--- src/include/tx_src_pkg.sv ---
// Purpose: shared constants and helpers for the transmit symbol source and scrambler
// Assumes: one 40 MHz clock, symbol rate given as a one-cycle enable
// Notes: quat codes are 3-bit two's complement levels for the four-level dac
`default_nettype none
package tx_src_pkg;
	// ************************************************************
	// register map and field layout
	// ************************************************************
	localparam logic [7:0] TX_MODE_CONTROL_ADDR = 8'h0B;
	localparam logic [7:0] TX_MODE_CONTROL_RESET = 8'h0A;
	localparam logic [7:0] TX_MODE_CONTROL_WMASK = 8'h7F;
	localparam int SRC_LSB = 0;
	localparam int SRC_MSB = 2;
	localparam int OFF_BIT = 3;
	localparam int POLY_BIT = 4;
	localparam int ISO_LSB = 5;
	localparam int ISO_MSB = 6;

	// ************************************************************
	// source codes
	// ************************************************************
	localparam logic [2:0] SRC_ISO_PULSE = 3'h0;
	localparam logic [2:0] SRC_LOOP_SCR = 3'h1;
	localparam logic [2:0] SRC_CU_PLAIN = 3'h2;
	localparam logic [2:0] SRC_ONES_SCR4 = 3'h3;
	localparam logic [2:0] SRC_RESERVED = 3'h4;
	localparam logic [2:0] SRC_CU_SCR = 3'h5;
	localparam logic [2:0] SRC_CU_2LVL = 3'h6;
	localparam logic [2:0] SRC_ONES_SCR2 = 3'h7;

	// ************************************************************
	// scrambler
	// ************************************************************
	localparam int LFSR_LEN = 23;
	localparam int TAP_LOCAL = 5;
	localparam int TAP_REMOTE = 18;
	localparam logic [22:0] LFSR_SEED = 23'h7FFFFF;

	// ************************************************************
	// dac levels
	// ************************************************************
	localparam logic [2:0] QUAT_ZERO = 3'h0;
	localparam logic [2:0] QUAT_P1 = 3'h1;
	localparam logic [2:0] QUAT_P3 = 3'h3;
	localparam logic [2:0] QUAT_M3 = 3'h5;
	localparam logic [2:0] QUAT_M1 = 3'h7;

	function automatic logic [2:0] quat_map(input logic sign, input logic mag);
		case ({sign, mag})
			2'h0: quat_map = QUAT_M3;
			2'h1: quat_map = QUAT_M1;
			2'h3: quat_map = QUAT_P1;
			default: quat_map = QUAT_P3;
		endcase
	endfunction : quat_map
endpackage : tx_src_pkg
`default_nettype wire

--- src/core/tx_symbol_source_scrambler.sv ---
// Purpose: transmit symbol source selector, scrambler and quat mapper
// Assumes: i_sym_en is a one-cycle pulse per symbol; all inputs synchronous to i_clk
// Notes: one quat per symbol enable, presented one cycle after the enable
`default_nettype none
module tx_symbol_source_scrambler #(
	parameter int LEN = tx_src_pkg::LFSR_LEN
) (
	input wire logic i_clk,
	input wire logic i_srst,
	input wire logic i_sym_en,
	input wire logic i_cu_sign,
	input wire logic i_cu_mag,
	input wire logic i_det_sign,
	input wire logic i_det_mag,
	input wire logic i_meter_tick,
	input wire logic i_reg_wr,
	input wire logic [7:0] i_reg_addr,
	input wire logic [7:0] i_reg_wdata,
	output logic [7:0] o_reg_rdata,
	output logic [2:0] o_quat,
	output logic o_quat_valid
);
	import tx_src_pkg::*;

	// ************************************************************
	// state
	// ************************************************************
	typedef struct packed {
		logic [7:0] mode_reg;
		logic [LEN-1:0] lfsr;
		logic pulse_pending;
		logic [2:0] quat;
		logic quat_valid;
		logic [7:0] rdata;
	} state_t;

	state_t cur;
	state_t next_st;

	logic [2:0] src;
	logic tx_off;
	logic poly_remote;
	logic [1:0] iso_level;
	logic scr_in_a;
	logic scr_in_b;
	logic scr_out_a;
	logic scr_out_b;
	logic [LEN-1:0] lfsr_one;
	logic [LEN-1:0] lfsr_two;

	assign src = cur.mode_reg[SRC_MSB:SRC_LSB];
	assign tx_off = cur.mode_reg[OFF_BIT];
	assign poly_remote = cur.mode_reg[POLY_BIT];
	assign iso_level = cur.mode_reg[ISO_MSB:ISO_LSB];

	// ************************************************************
	// scrambler input select
	// ************************************************************
	always_comb begin
		case (src)
			SRC_LOOP_SCR: begin
				scr_in_a = i_det_sign;
				scr_in_b = i_det_mag;
			end
			SRC_CU_SCR: begin
				scr_in_a = i_cu_sign;
				scr_in_b = i_cu_mag;
			end
			default: begin
				scr_in_a = 1'b1;
				scr_in_b = 1'b1;
			end
		endcase
	end

	tx_scrambler_lfsr #(
		.LEN(LEN)
	) u_lfsr (
		.i_state(cur.lfsr),
		.i_remote(poly_remote),
		.i_bit_a(scr_in_a),
		.i_bit_b(scr_in_b),
		.o_out_a(scr_out_a),
		.o_out_b(scr_out_b),
		.o_state_one(lfsr_one),
		.o_state_two(lfsr_two)
	);

	// ************************************************************
	// next state
	// ************************************************************
	always_comb begin
		next_st = cur;
		next_st.quat_valid = i_sym_en;
		if (i_reg_wr && i_reg_addr == TX_MODE_CONTROL_ADDR) begin
			next_st.mode_reg = i_reg_wdata & TX_MODE_CONTROL_WMASK;
		end
		// rdata follows the address so a read sees state one cycle later
		next_st.rdata = (i_reg_addr == TX_MODE_CONTROL_ADDR) ? cur.mode_reg : 8'h00;
		// tick is sticky until the next symbol; a tick in the symbol's own cycle is used at once, so the clear wins over the set
		if (src != SRC_ISO_PULSE) begin
			next_st.pulse_pending = 1'b0;
		end else if (i_meter_tick) begin
			next_st.pulse_pending = 1'b1;
		end
		if (i_sym_en) begin
			case (src)
				SRC_ISO_PULSE: begin
					if (cur.pulse_pending || i_meter_tick) begin
						next_st.quat = quat_map(iso_level[1], iso_level[0]);
						next_st.pulse_pending = 1'b0;
					end else begin
						next_st.quat = QUAT_ZERO;
					end
				end
				SRC_CU_PLAIN: next_st.quat = quat_map(i_cu_sign, i_cu_mag);
				SRC_CU_2LVL: next_st.quat = quat_map(i_cu_sign, 1'b0);
				SRC_ONES_SCR2: begin
					next_st.quat = quat_map(scr_out_a, 1'b0);
					next_st.lfsr = lfsr_one;
				end
				SRC_LOOP_SCR, SRC_ONES_SCR4, SRC_CU_SCR: begin
					next_st.quat = quat_map(scr_out_a, scr_out_b);
					next_st.lfsr = lfsr_two;
				end
				default: next_st.quat = QUAT_ZERO;
			endcase
			// the scrambler keeps running while silenced so restart needs no resync
			if (tx_off) begin
				next_st.quat = QUAT_ZERO;
			end
		end
	end

	always_ff @(posedge i_clk) begin
		if (i_srst) begin
			cur.mode_reg <= TX_MODE_CONTROL_RESET;
			cur.lfsr <= LFSR_SEED;
			cur.pulse_pending <= 1'b0;
			cur.quat <= QUAT_ZERO;
			cur.quat_valid <= 1'b0;
			cur.rdata <= 8'h00;
		end else begin
			cur <= next_st;
		end
	end

	assign o_reg_rdata = cur.rdata;
	assign o_quat = cur.quat;
	assign o_quat_valid = cur.quat_valid;
endmodule : tx_symbol_source_scrambler
`default_nettype wire

--- src/core/tx_scrambler_lfsr.sv ---
// Purpose: two chained steps of the self-synchronising 23-bit scrambler
// Assumes: state bit 0 holds the most recent output bit
// Notes: purely combinational; the caller owns the register
`default_nettype none
module tx_scrambler_lfsr #(
	parameter int LEN = 23
) (
	input wire logic [LEN-1:0] i_state,
	input wire logic i_remote,
	input wire logic i_bit_a,
	input wire logic i_bit_b,
	output logic o_out_a,
	output logic o_out_b,
	output logic [LEN-1:0] o_state_one,
	output logic [LEN-1:0] o_state_two
);
	import tx_src_pkg::*;

	// one step: output = input xor delay-23 xor selected delay
	function automatic logic scr_bit(input logic [LEN-1:0] s, input logic remote, input logic din);
		scr_bit = din ^ s[LEN-1] ^ (remote ? s[TAP_REMOTE-1] : s[TAP_LOCAL-1]);
	endfunction : scr_bit

	always_comb begin
		o_out_a = scr_bit(i_state, i_remote, i_bit_a);
		o_state_one = {i_state[LEN-2:0], o_out_a};
		o_out_b = scr_bit(o_state_one, i_remote, i_bit_b);
		o_state_two = {o_state_one[LEN-2:0], o_out_b};
	end
endmodule : tx_scrambler_lfsr
`default_nettype wire

--- config.mk ---
export PLATFORM = sky130hd
export DESIGN_NAME = tx_symbol_source_scrambler
export DESIGN_NICKNAME = d
export VERILOG_FILES = /design/src/include/tx_src_pkg.sv /design/src/core/tx_symbol_source_scrambler.sv /design/src/core/tx_scrambler_lfsr.sv
export SDC_FILE = /design/constraint.sdc
export NUM_CORES = 1
export LEC_CHECK = 0
export ABC_CLOCK_PERIOD_IN_PS = 1970
export BUFFER_PORTS_ARGS = -buffer_cell sky130_fd_sc_hd__buf_4
export CAP_MARGIN = 25
export CORE_MARGIN = 10
export CORE_UTILIZATION = 40
export DETAILED_ROUTE_END_ITERATION = 12
export HOLD_SLACK_MARGIN = 0.03
export PLACE_DENSITY = 0.6
export SLEW_MARGIN = 40
export SYNTH_ARGS = -nofsm -noshare
export SYNTH_HDL_FRONTEND = slang
export SYNTH_SLANG_ARGS = --single-unit
--- constraint.sdc ---
create_clock -name i_clk -period 1.97 [get_ports i_clk]
set_input_delay 0.197 -clock i_clk [delete_from_list [all_inputs] [get_ports i_clk]]
set_output_delay 0.197 -clock i_clk [all_outputs]
set_load 0.1 [all_outputs]
# == Yosys cells after proc, flatten, opt, wreduce, memory -nomap -nowiden ==
# Cells that the tools add are included.
# classes
n_eq_ne,13
bitwise,5
reduce_logical,11
n_mux,18
# op_table
cell,count
$pmux 23 s2,1
$pmux 3 s3,3
$pmux 3 s5,1
$mux 3,4
$eq 3x3->1 const B,3
$eq 8x4->1 const B,1
$eq 2x1->1 const B,3
$eq 2x2->1 const B,3
$eq 3x2->1 const B,2
$logic_not 2->1,3
$mux 1,6
$mux 4,1
$pmux 1 s2,2
$xor 1x1->1,4
$eq 3x1->1 const B,1
$logic_not 3->1,1
$reduce_bool 3->1,1
$reduce_or 3->1,1
$reduce_and 2->1,1
$reduce_bool 2->1,1
$reduce_or 2->1,1
$logic_and 1x1->1,1
$logic_or 1x1->1,1
$not 1->1,1
# totals
regBits,42
in_bits,25
output_inout_bits,12

# == Longest topological paths before layout ==
# Gate-level depths: netlist (run 1).
# logic_depth
ltp_word,9
mapped_depth,7
mapped_depth_nobuf,7

# == Cells and area by module ==
# From an unflattened synthesis (run 1), not the netlist that was laid out.
# hier_totals
cells_unflattened,297
hier_area_um2,2452.4
# by_module_without_submodules
mod,cells_each,area_each_um2,n_inst
tx_symbol_source_scrambler,245,2052.0,1
tx_scrambler_lfsr,52,400.4,1

# == Worst setup path before layout (run 1) ==
# OpenSTA, ideal clock, no wires.
# synth_timing
kind,flip-flop to flip-flop
from,register cur[40] (netlist name)
to,register cur[13] (netlist name)
period_less_slack_ns,1.691
path_stages_with_launch,6
slack_ns,0.279
arrival_ns,1.566
cell_sequence,dfxtp_1 > mux2i_1 > xnor2_1 > a211oi_1 > or3_1 > o41a_1
# synth_between
elab_chain_cells,3
# synth_rtl
item,line_no,rtl
from (decl),tx_symbol_source_scrambler.sv:37,state_t cur;
from (signal assigned),tx_symbol_source_scrambler.sv:144,cur <= next_st;
$mux 1,tx_scrambler_lfsr.sv:21,scr_bit = din ^ s[LEN-1] ^ (remote ? s[TAP_REMOTE-1] : s[TAP_LOCAL-1]);
$xor 1x1->1,tx_scrambler_lfsr.sv:21,
$pmux 23 s2 (*),tx_symbol_source_scrambler.sv:107,case (src)
# Mark *: on every way between the ends. The rest lies on a longest branch, timed or not.
# A chain may end at the register's enable or synchronous reset.

# == Worst setup path in the final report (run 1) ==
# Ends and elaborated chain as after synthesis.

==> out/results.txt, run 1 <==
Worst Setup End Kind - flop
Max Clock Skew - 0.004582 ns
Placer Congestion - 0.7998
Leakage - 0.001142 µW
Hold Path Cell Cnt - 2
Synth Instances - 246
slowest CP cell - or3_1
Reg2Reg Setup Slack - 0.21 ns
Pwr Density - 649.3 mW/mm²
GRT Total Usage - 0.1070
area grow syn2layout - 18.72%
Post-Syn Area per Cell - 8.367 µm²
Yosys reg bits - 42
CP arrival - 1.94 ns
# diodes - 0
CORE AREA - 0.005042 mm²
library cells used by synthesis - 36
First-pass DRT Iterations - 4
# Max-Cap Violations - 0
Fin Setup TNS - 0 ns
vias in the first global route - 1630
most instantiated cells after synthesis - dfxtp_1, nand2_1, a211o_1
share of layout cells above drive strength 1 - 0.2007
CTS H-tree depth - 2
status - finished, final reports clean
Final period util - 0.8936
Top FF cell, synth - dfxtp_1
fmax - 0.5681 GHz
register area - 840.8 µm²
row count - 26
routed len/inst - 13.21 µm
Clk Latency, worst-skew pair - 0.29 ns
DP HPWL - 3.178 mm
routed wire length - 4.477 mm
R2R depth - 5
largest net degree at the start of global routing - 46
WP depth - 5
CTS tree - built
Worst path top cell family by delay - compound AO/OA/AOI/OAI gates
Vias - 1733
first-pass GRT wire length - 7.603 mm
FFs w/ async S/R, synth - 0
top cell type's share of synthesized area - 0.4085
required time of the critical path - 2.15 ns
count leader, synth - dfxtp_1
total clock sinks - 42
critical path fanouts, max - 3
min cycle time layout - 1.760 ns
Yosys warning count - 0
Post-Syn Nets - 277
Initial Util - 0.4082
die area - 0.008414 mm²
register area share after synthesis - 0.4085
Worst path max stage delay - 0.41 ns
worst setup path class - flop to flop
final setup fails - 0
Multi-input gate area - 0.001017 mm²
Num CTS Buffers - 5
cts hold-fix bufs - 0
Yosys top cell by area - dfxtp_1
Resized cells post-CTS - 0
# IOs - 37
GRT Residual Overflow - 0
antenna violations before repair - 0
Root Buffer - clkbuf_8
clk buf depth - 2
Worst-path clk slew - 0.08 ns
startpoint types - flop
RSZ-0062 raised after global routing - no
Synth Cell Area - 0.002058 mm²
port bufs - 34
fillers - 497
nets@finish - 299
Slew Limit Fails - 0
die width - 91.73 µm
DP Cell Count - 331
dominant cells by area after synthesis - dfxtp_1, a211o_1, a21oi_1
Fin. Hold Viols - 0
number of remaining DRC errors - 0
EDFF count, synth - 0
crit-path cells - mux2i_1 -> xnor2_1 -> a211oi_1 -> or3_1 -> o41a_1
via/cell ratio - 5.112
chip height - 91.73 µm
DRT antenna net count - 0
worst hold path type - input port to flop
Finished Layout Cells - 339
Max VDD drop - 0.5885 mV
crit path buf inv count - 0
DR iter-0 viols - 75
Setup Buffers After CTS - 0
[registers in the layout, indices dropped and copies added, names as in the netlist]
name	count
o_reg_rdata	7
o_quat_valid	1
o_quat	3
cur	31
[placed cells by master, fill, tap and decap left out, types with 2 or more instances in the layout]
| cell | n |
|---|---|
| inv_1 | 12 |
| a211o_1 | 24 |
| and2_1 | 2 |
| nor2_1 | 18 |
| o21ai_0 | 2 |
| clkbuf_8 | 8 |
| a21oi_1 | 23 |
| mux2i_1 | 10 |
| a211oi_1 | 2 |
| ha_1 | 6 |
| xnor2_1 | 3 |
| dfxtp_1 | 42 |
| nand2_1 | 26 |
| buf_4 | 43 |
| nor3_1 | 8 |
| nand3_1 | 21 |
[cells by family after synthesis]
| family | Yosys count | share of synthesized area |
|---|---|---|
| buffers and inverters | 41 | 0.09726 |
| AO/OA/AOI/OAI | 61 | 0.2158 |
| AND/OR/NAND/NOR | 82 | 0.1787 |
| multiplexers | 10 | 0.04863 |
| other | 1 | 0.001822 |
| adder cells (fa/ha/maj) | 6 | 0.03647 |
| XOR/XNOR | 3 | 0.01277 |
| flip-flops | 42 | 0.4085 |
[routing by layer]
| layer | vias to the layer above | GRT usage | routed length, µm |
|---|---|---|---|
| li1 | 896 | - | - |
| met1 | 800 | 0.1275 | 2129 |
| met2 | 31 | 0.1759 | 2056 |
| met3 | 6 | 0.03504 | 219 |
| met4 | 0 | 0.03856 | 72 |
| met5 | - | 0 | 0 |
[layout make-up]
cell class,count,share of cell area
Multi-Input combinational cell,163,0.4163
Sequential cell,42,0.3441
Timing Repair Buffer,44,0.1403
Clock buffer,8,0.04506
Tap cell,70,0.03584
Inverter,12,0.01843
[final timing paths]
kind	start	end
worst max-delay path	cur[40]	cur[13]
worst max register to register	cur[40]	cur[13]
worst min register to register	o_quat[2]	o_quat[2]
worst min-delay path	i_sym_en	cur[12]
[per-stage QoR]
| stage | utilization | total power [µW] | setup WS, ns | hold slack, ns | area, µm² |
|---|---|---|---|---|---|
| 6_report | 0.4846 | 1587 | 0.2097 | 0.1166 | 2444 |
| 5_1_grt | 0.4846 | 1649 | 0.07945 | 0.1060 | 2444 |
| 4_1_cts | 0.4846 | 1610 | 0.1802 | 0.1100 | 2444 |
| 3_5_place_dp | 0.4628 | 965.1 | 0.2005 | 0.4227 | 2333 |
| 3_3_place_gp | 0.4628 | 964.9 | 0.2221 | 0.4237 | 2333 |
| 2_1_floorplan | - | 919.6 | 0.2787 | 0.2763 | 2058 |
[where the power goes]
part | leakage (µW) | internal (µW) | total [µW] | switching [µW]
registers | 0.000340 | 850 | 851 | 0.871
clock network | 0.0000575 | 354 | 642 | 288
logic | 0.000745 | 42.5 | 94.1 | 51.6
total | 0.00114 | 1250 | 1590 | 340
No activity file was read; power rests on OpenSTA's default activity.
==> run 2, diff against run 1 <==
- ABC_AREA: not set -> 1
- TNS_END_PERCENT: not set -> 10
==> out/results.txt, run 2 <==
EDFF count, synth - 0 (unchanged)
GRT Residual Overflow - 0 (unchanged)
GRT Total Usage - 0.1151 (+0.008181)
Synth Instances - 288 (+17%)
Post-Syn Nets - 319 (+15%)
Worst-Margin Slew - 0.5012 ns
Comb pwr share - 0.059 (about the same)
commonest non-fill, non-tap cells in the layout - dfxtp_1, nand2_1, buf_4, inv_1, nor2_1
register area share after synthesis - 0.3928 (-0.01576)
Yosys top cell by area - dfxtp_1
max reg flops - 31 (unchanged)
slowest CP cell - dfxtp_1
Sw Ratio - 0.2147 (about the same)
Most flops, register - cur
most instantiated cells after synthesis - dfxtp_1, nand2_1, inv_1
die area - 0.008678 mm² (+3.1%)
DRT antenna net count - 0 (unchanged)
row count - 26 (unchanged)
Final period util - 0.7843 (-0.1093)
die width - 93.16 µm (+1.6%)
Top FF cell, synth - dfxtp_1
FFs w/ async S/R, synth - 0 (unchanged)
# Max-Cap Violations - 0 (unchanged)
Psw - 345.9 µW (+1.6%)
Max Clock Skew - 0.007232 ns (+0.002650 ns)
crit-path cells - nand2_2 -> inv_2 -> nor2_4 -> inv_1 -> o211ai_1 -> nand2_1
RSZ-0062 raised after global routing - no
dominant cells by area after synthesis - dfxtp_1, nand2_1, o211ai_1
Reg2Reg Setup Slack - 0.42 ns (+0.22 ns)
number of remaining DRC errors - 0 (unchanged)
worst setup path class - flop to flop
startpoint types - flop
CTS H-tree depth - 2 (unchanged)
cts hold-fix bufs - 0 (unchanged)
antenna violations before repair - 0 (unchanged)
Pwr Density - 651.6 mW/mm² (+0.36%)
Synth Cell Area - 0.002141 mm² (+4.0%)
Yosys warning count - 0 (unchanged)
Clk Latency, worst-skew pair - 0.29 ns (about the same)
Fin. Hold Viols - 0 (unchanged)
Initial Util - 0.4165 (+0.008316)
status - finished, final reports clean
Worst Setup End Kind - flop
area grow syn2layout - 15.49%
count leader, synth - dfxtp_1
min cycle time layout - 1.545 ns (-0.2152 ns)
# diodes - 0 (unchanged)
Setup Buffers After CTS - 0 (unchanged)
DR iter-0 viols - 67 (-11%)
via/cell ratio - 4.887 (-4.4%)
Slew Limit Fails - 0 (unchanged)
Post-Syn Area per Cell - 7.433 µm² (-11%)
worst hold path type - input port to flop
Worst slew margin - 0.6655
library cells used by synthesis - 30 (-17%)
DP HPWL - 3.570 mm (+12%)
Vias - 1857 (+7.2%)
Worst-path clk slew - 0.08 ns (about the same)
Placer Congestion - 0.7799 (-2.5%)
crit path buf inv count - 2 (+2)
required time of the critical path - 2.16 ns (about the same)
vias in the first global route - 1765 (+8.3%)
Reg power frac - 0.528 (-0.008)
# IOs - 37 (unchanged)
Resized cells post-CTS - 0 (unchanged)
Clk pwr share - 0.413 (+0.008)
commonest non-fill, non-tap cell in the layout - dfxtp_1
chip height - 93.16 µm (+1.6%)
Worst path max stage delay - 0.42 ns (about the same)
nets@finish - 340 (+14%)
CORE AREA - 0.005140 mm² (+1.9%)
Num CTS Buffers - 5 (unchanged)
critical path fanouts, max - 23 (+20)
first-pass GRT wire length - 8.176 mm (+7.5%)
port bufs - 34 (unchanged)
CP arrival - 1.73 ns (-0.21 ns)
internal power - 1265 µW (+1.5%)
fmax - 0.6472 GHz (+14%)
DP Cell Count - 372 (+12%)
routed len/inst - 12.53 µm (-5.1%)
total clock sinks - 42 (unchanged)
Root Buffer - clkbuf_8
First-pass DRT Iterations - 4 (unchanged)
Fin Setup TNS - 0 ns (unchanged)
largest net degree at the start of global routing - 24 (-48%)
CTS tree - built
share of layout cells above drive strength 1 - 0.2065 (+0.005708)
top cell type's share of synthesized area - 0.3928 (-0.01576)
Worst path top cell family by delay - simple AND/OR/NAND/NOR gates
final setup fails - 0 (unchanged)
routed wire length - 4.763 mm (+6.4%)
Yosys reg bits - 42 (unchanged)
Leakage - 0.001223 µW (+7.1%)
clk buf depth - 2 (unchanged)
Core Util, Final - 0.4810 (-0.003602)
Max VDD drop - 0.4522 mV (-23%)
Finished Layout Cells - 380 (+12%)
==> run 2: layer usage <==
layer / wire length (µm) / GRT usage
met5: 0 / 0
met4: 59 / 0.04242
met3: 206 / 0.03837
met2: 2381 / 0.2004
met1: 2115 / 0.1273
==> run 2: worst paths after layout <==
check / startpoint / endpoint / depth (start not counted)
max: cur[38] / cur[13] / 6
max reg2reg: cur[38] / cur[13] / 6
min: i_sym_en / cur[12] / 2
min reg2reg: o_quat[1] / o_quat[1] / 2
==> run 2: power groups by stage <==
stage,clock network [µW],logic [µW],registers (µW)
after global placement,0,95.2,871
after global routing,723,103,852
final,665,94.4,851
after detailed placement,0,95.3,871
after CTS,689,95.3,851
after floorplan,0,40.5,879
==> run 2: logic make-up after synthesis <==
kind of cell	after synthesis	synth area share
AOI/OAI and AO/OA	79	0.2233
adders and majority gates	6	0.03507
buffers and inverters	63	0.1403
DFF	42	0.3928
other	1	0.001752
and+or+nand+nor	97	0.2069
==> run 2: layout make-up <==
cell class                      count  area (µm²)
Fill cell                         513        2668
Multi-Input combinational cell    183       999.7
Sequential cell                    42       840.8
Timing Repair Buffer               39       292.8
Inverter                           38       142.6
Tap cell                           70       87.58
Clock buffer                        5       68.82
Clock inverter                      3       40.04
==> run 2: worst reg2reg max path: cells and delay by family (launching register included) <==
family | cells | cell delay, ns
buffers and inverters | 2 | 0.23
AOI/OAI and AO/OA | 1 | 0.21
DFF | 1 | 0.42
and+or+nand+nor | 3 | 0.58
==> run 2: through the flow <==
| step | setup slack, ns | hold WS [ns] | instance area [µm²] | total power [µW] |
|---|---|---|---|---|
| global route | 0.2742 | 0.09018 | 2472 | 1678 |
| finish | 0.4249 | 0.1011 | 2472 | 1611 |
| CTS | 0.4101 | 0.08931 | 2472 | 1636 |
| global placement | 0.4737 | 0.3977 | 2364 | 966.5 |
| floorplan | 0.7959 | 0.2755 | 2141 | 919.5 |
| detailed placement | 0.4277 | 0.4008 | 2364 | 966.6 |
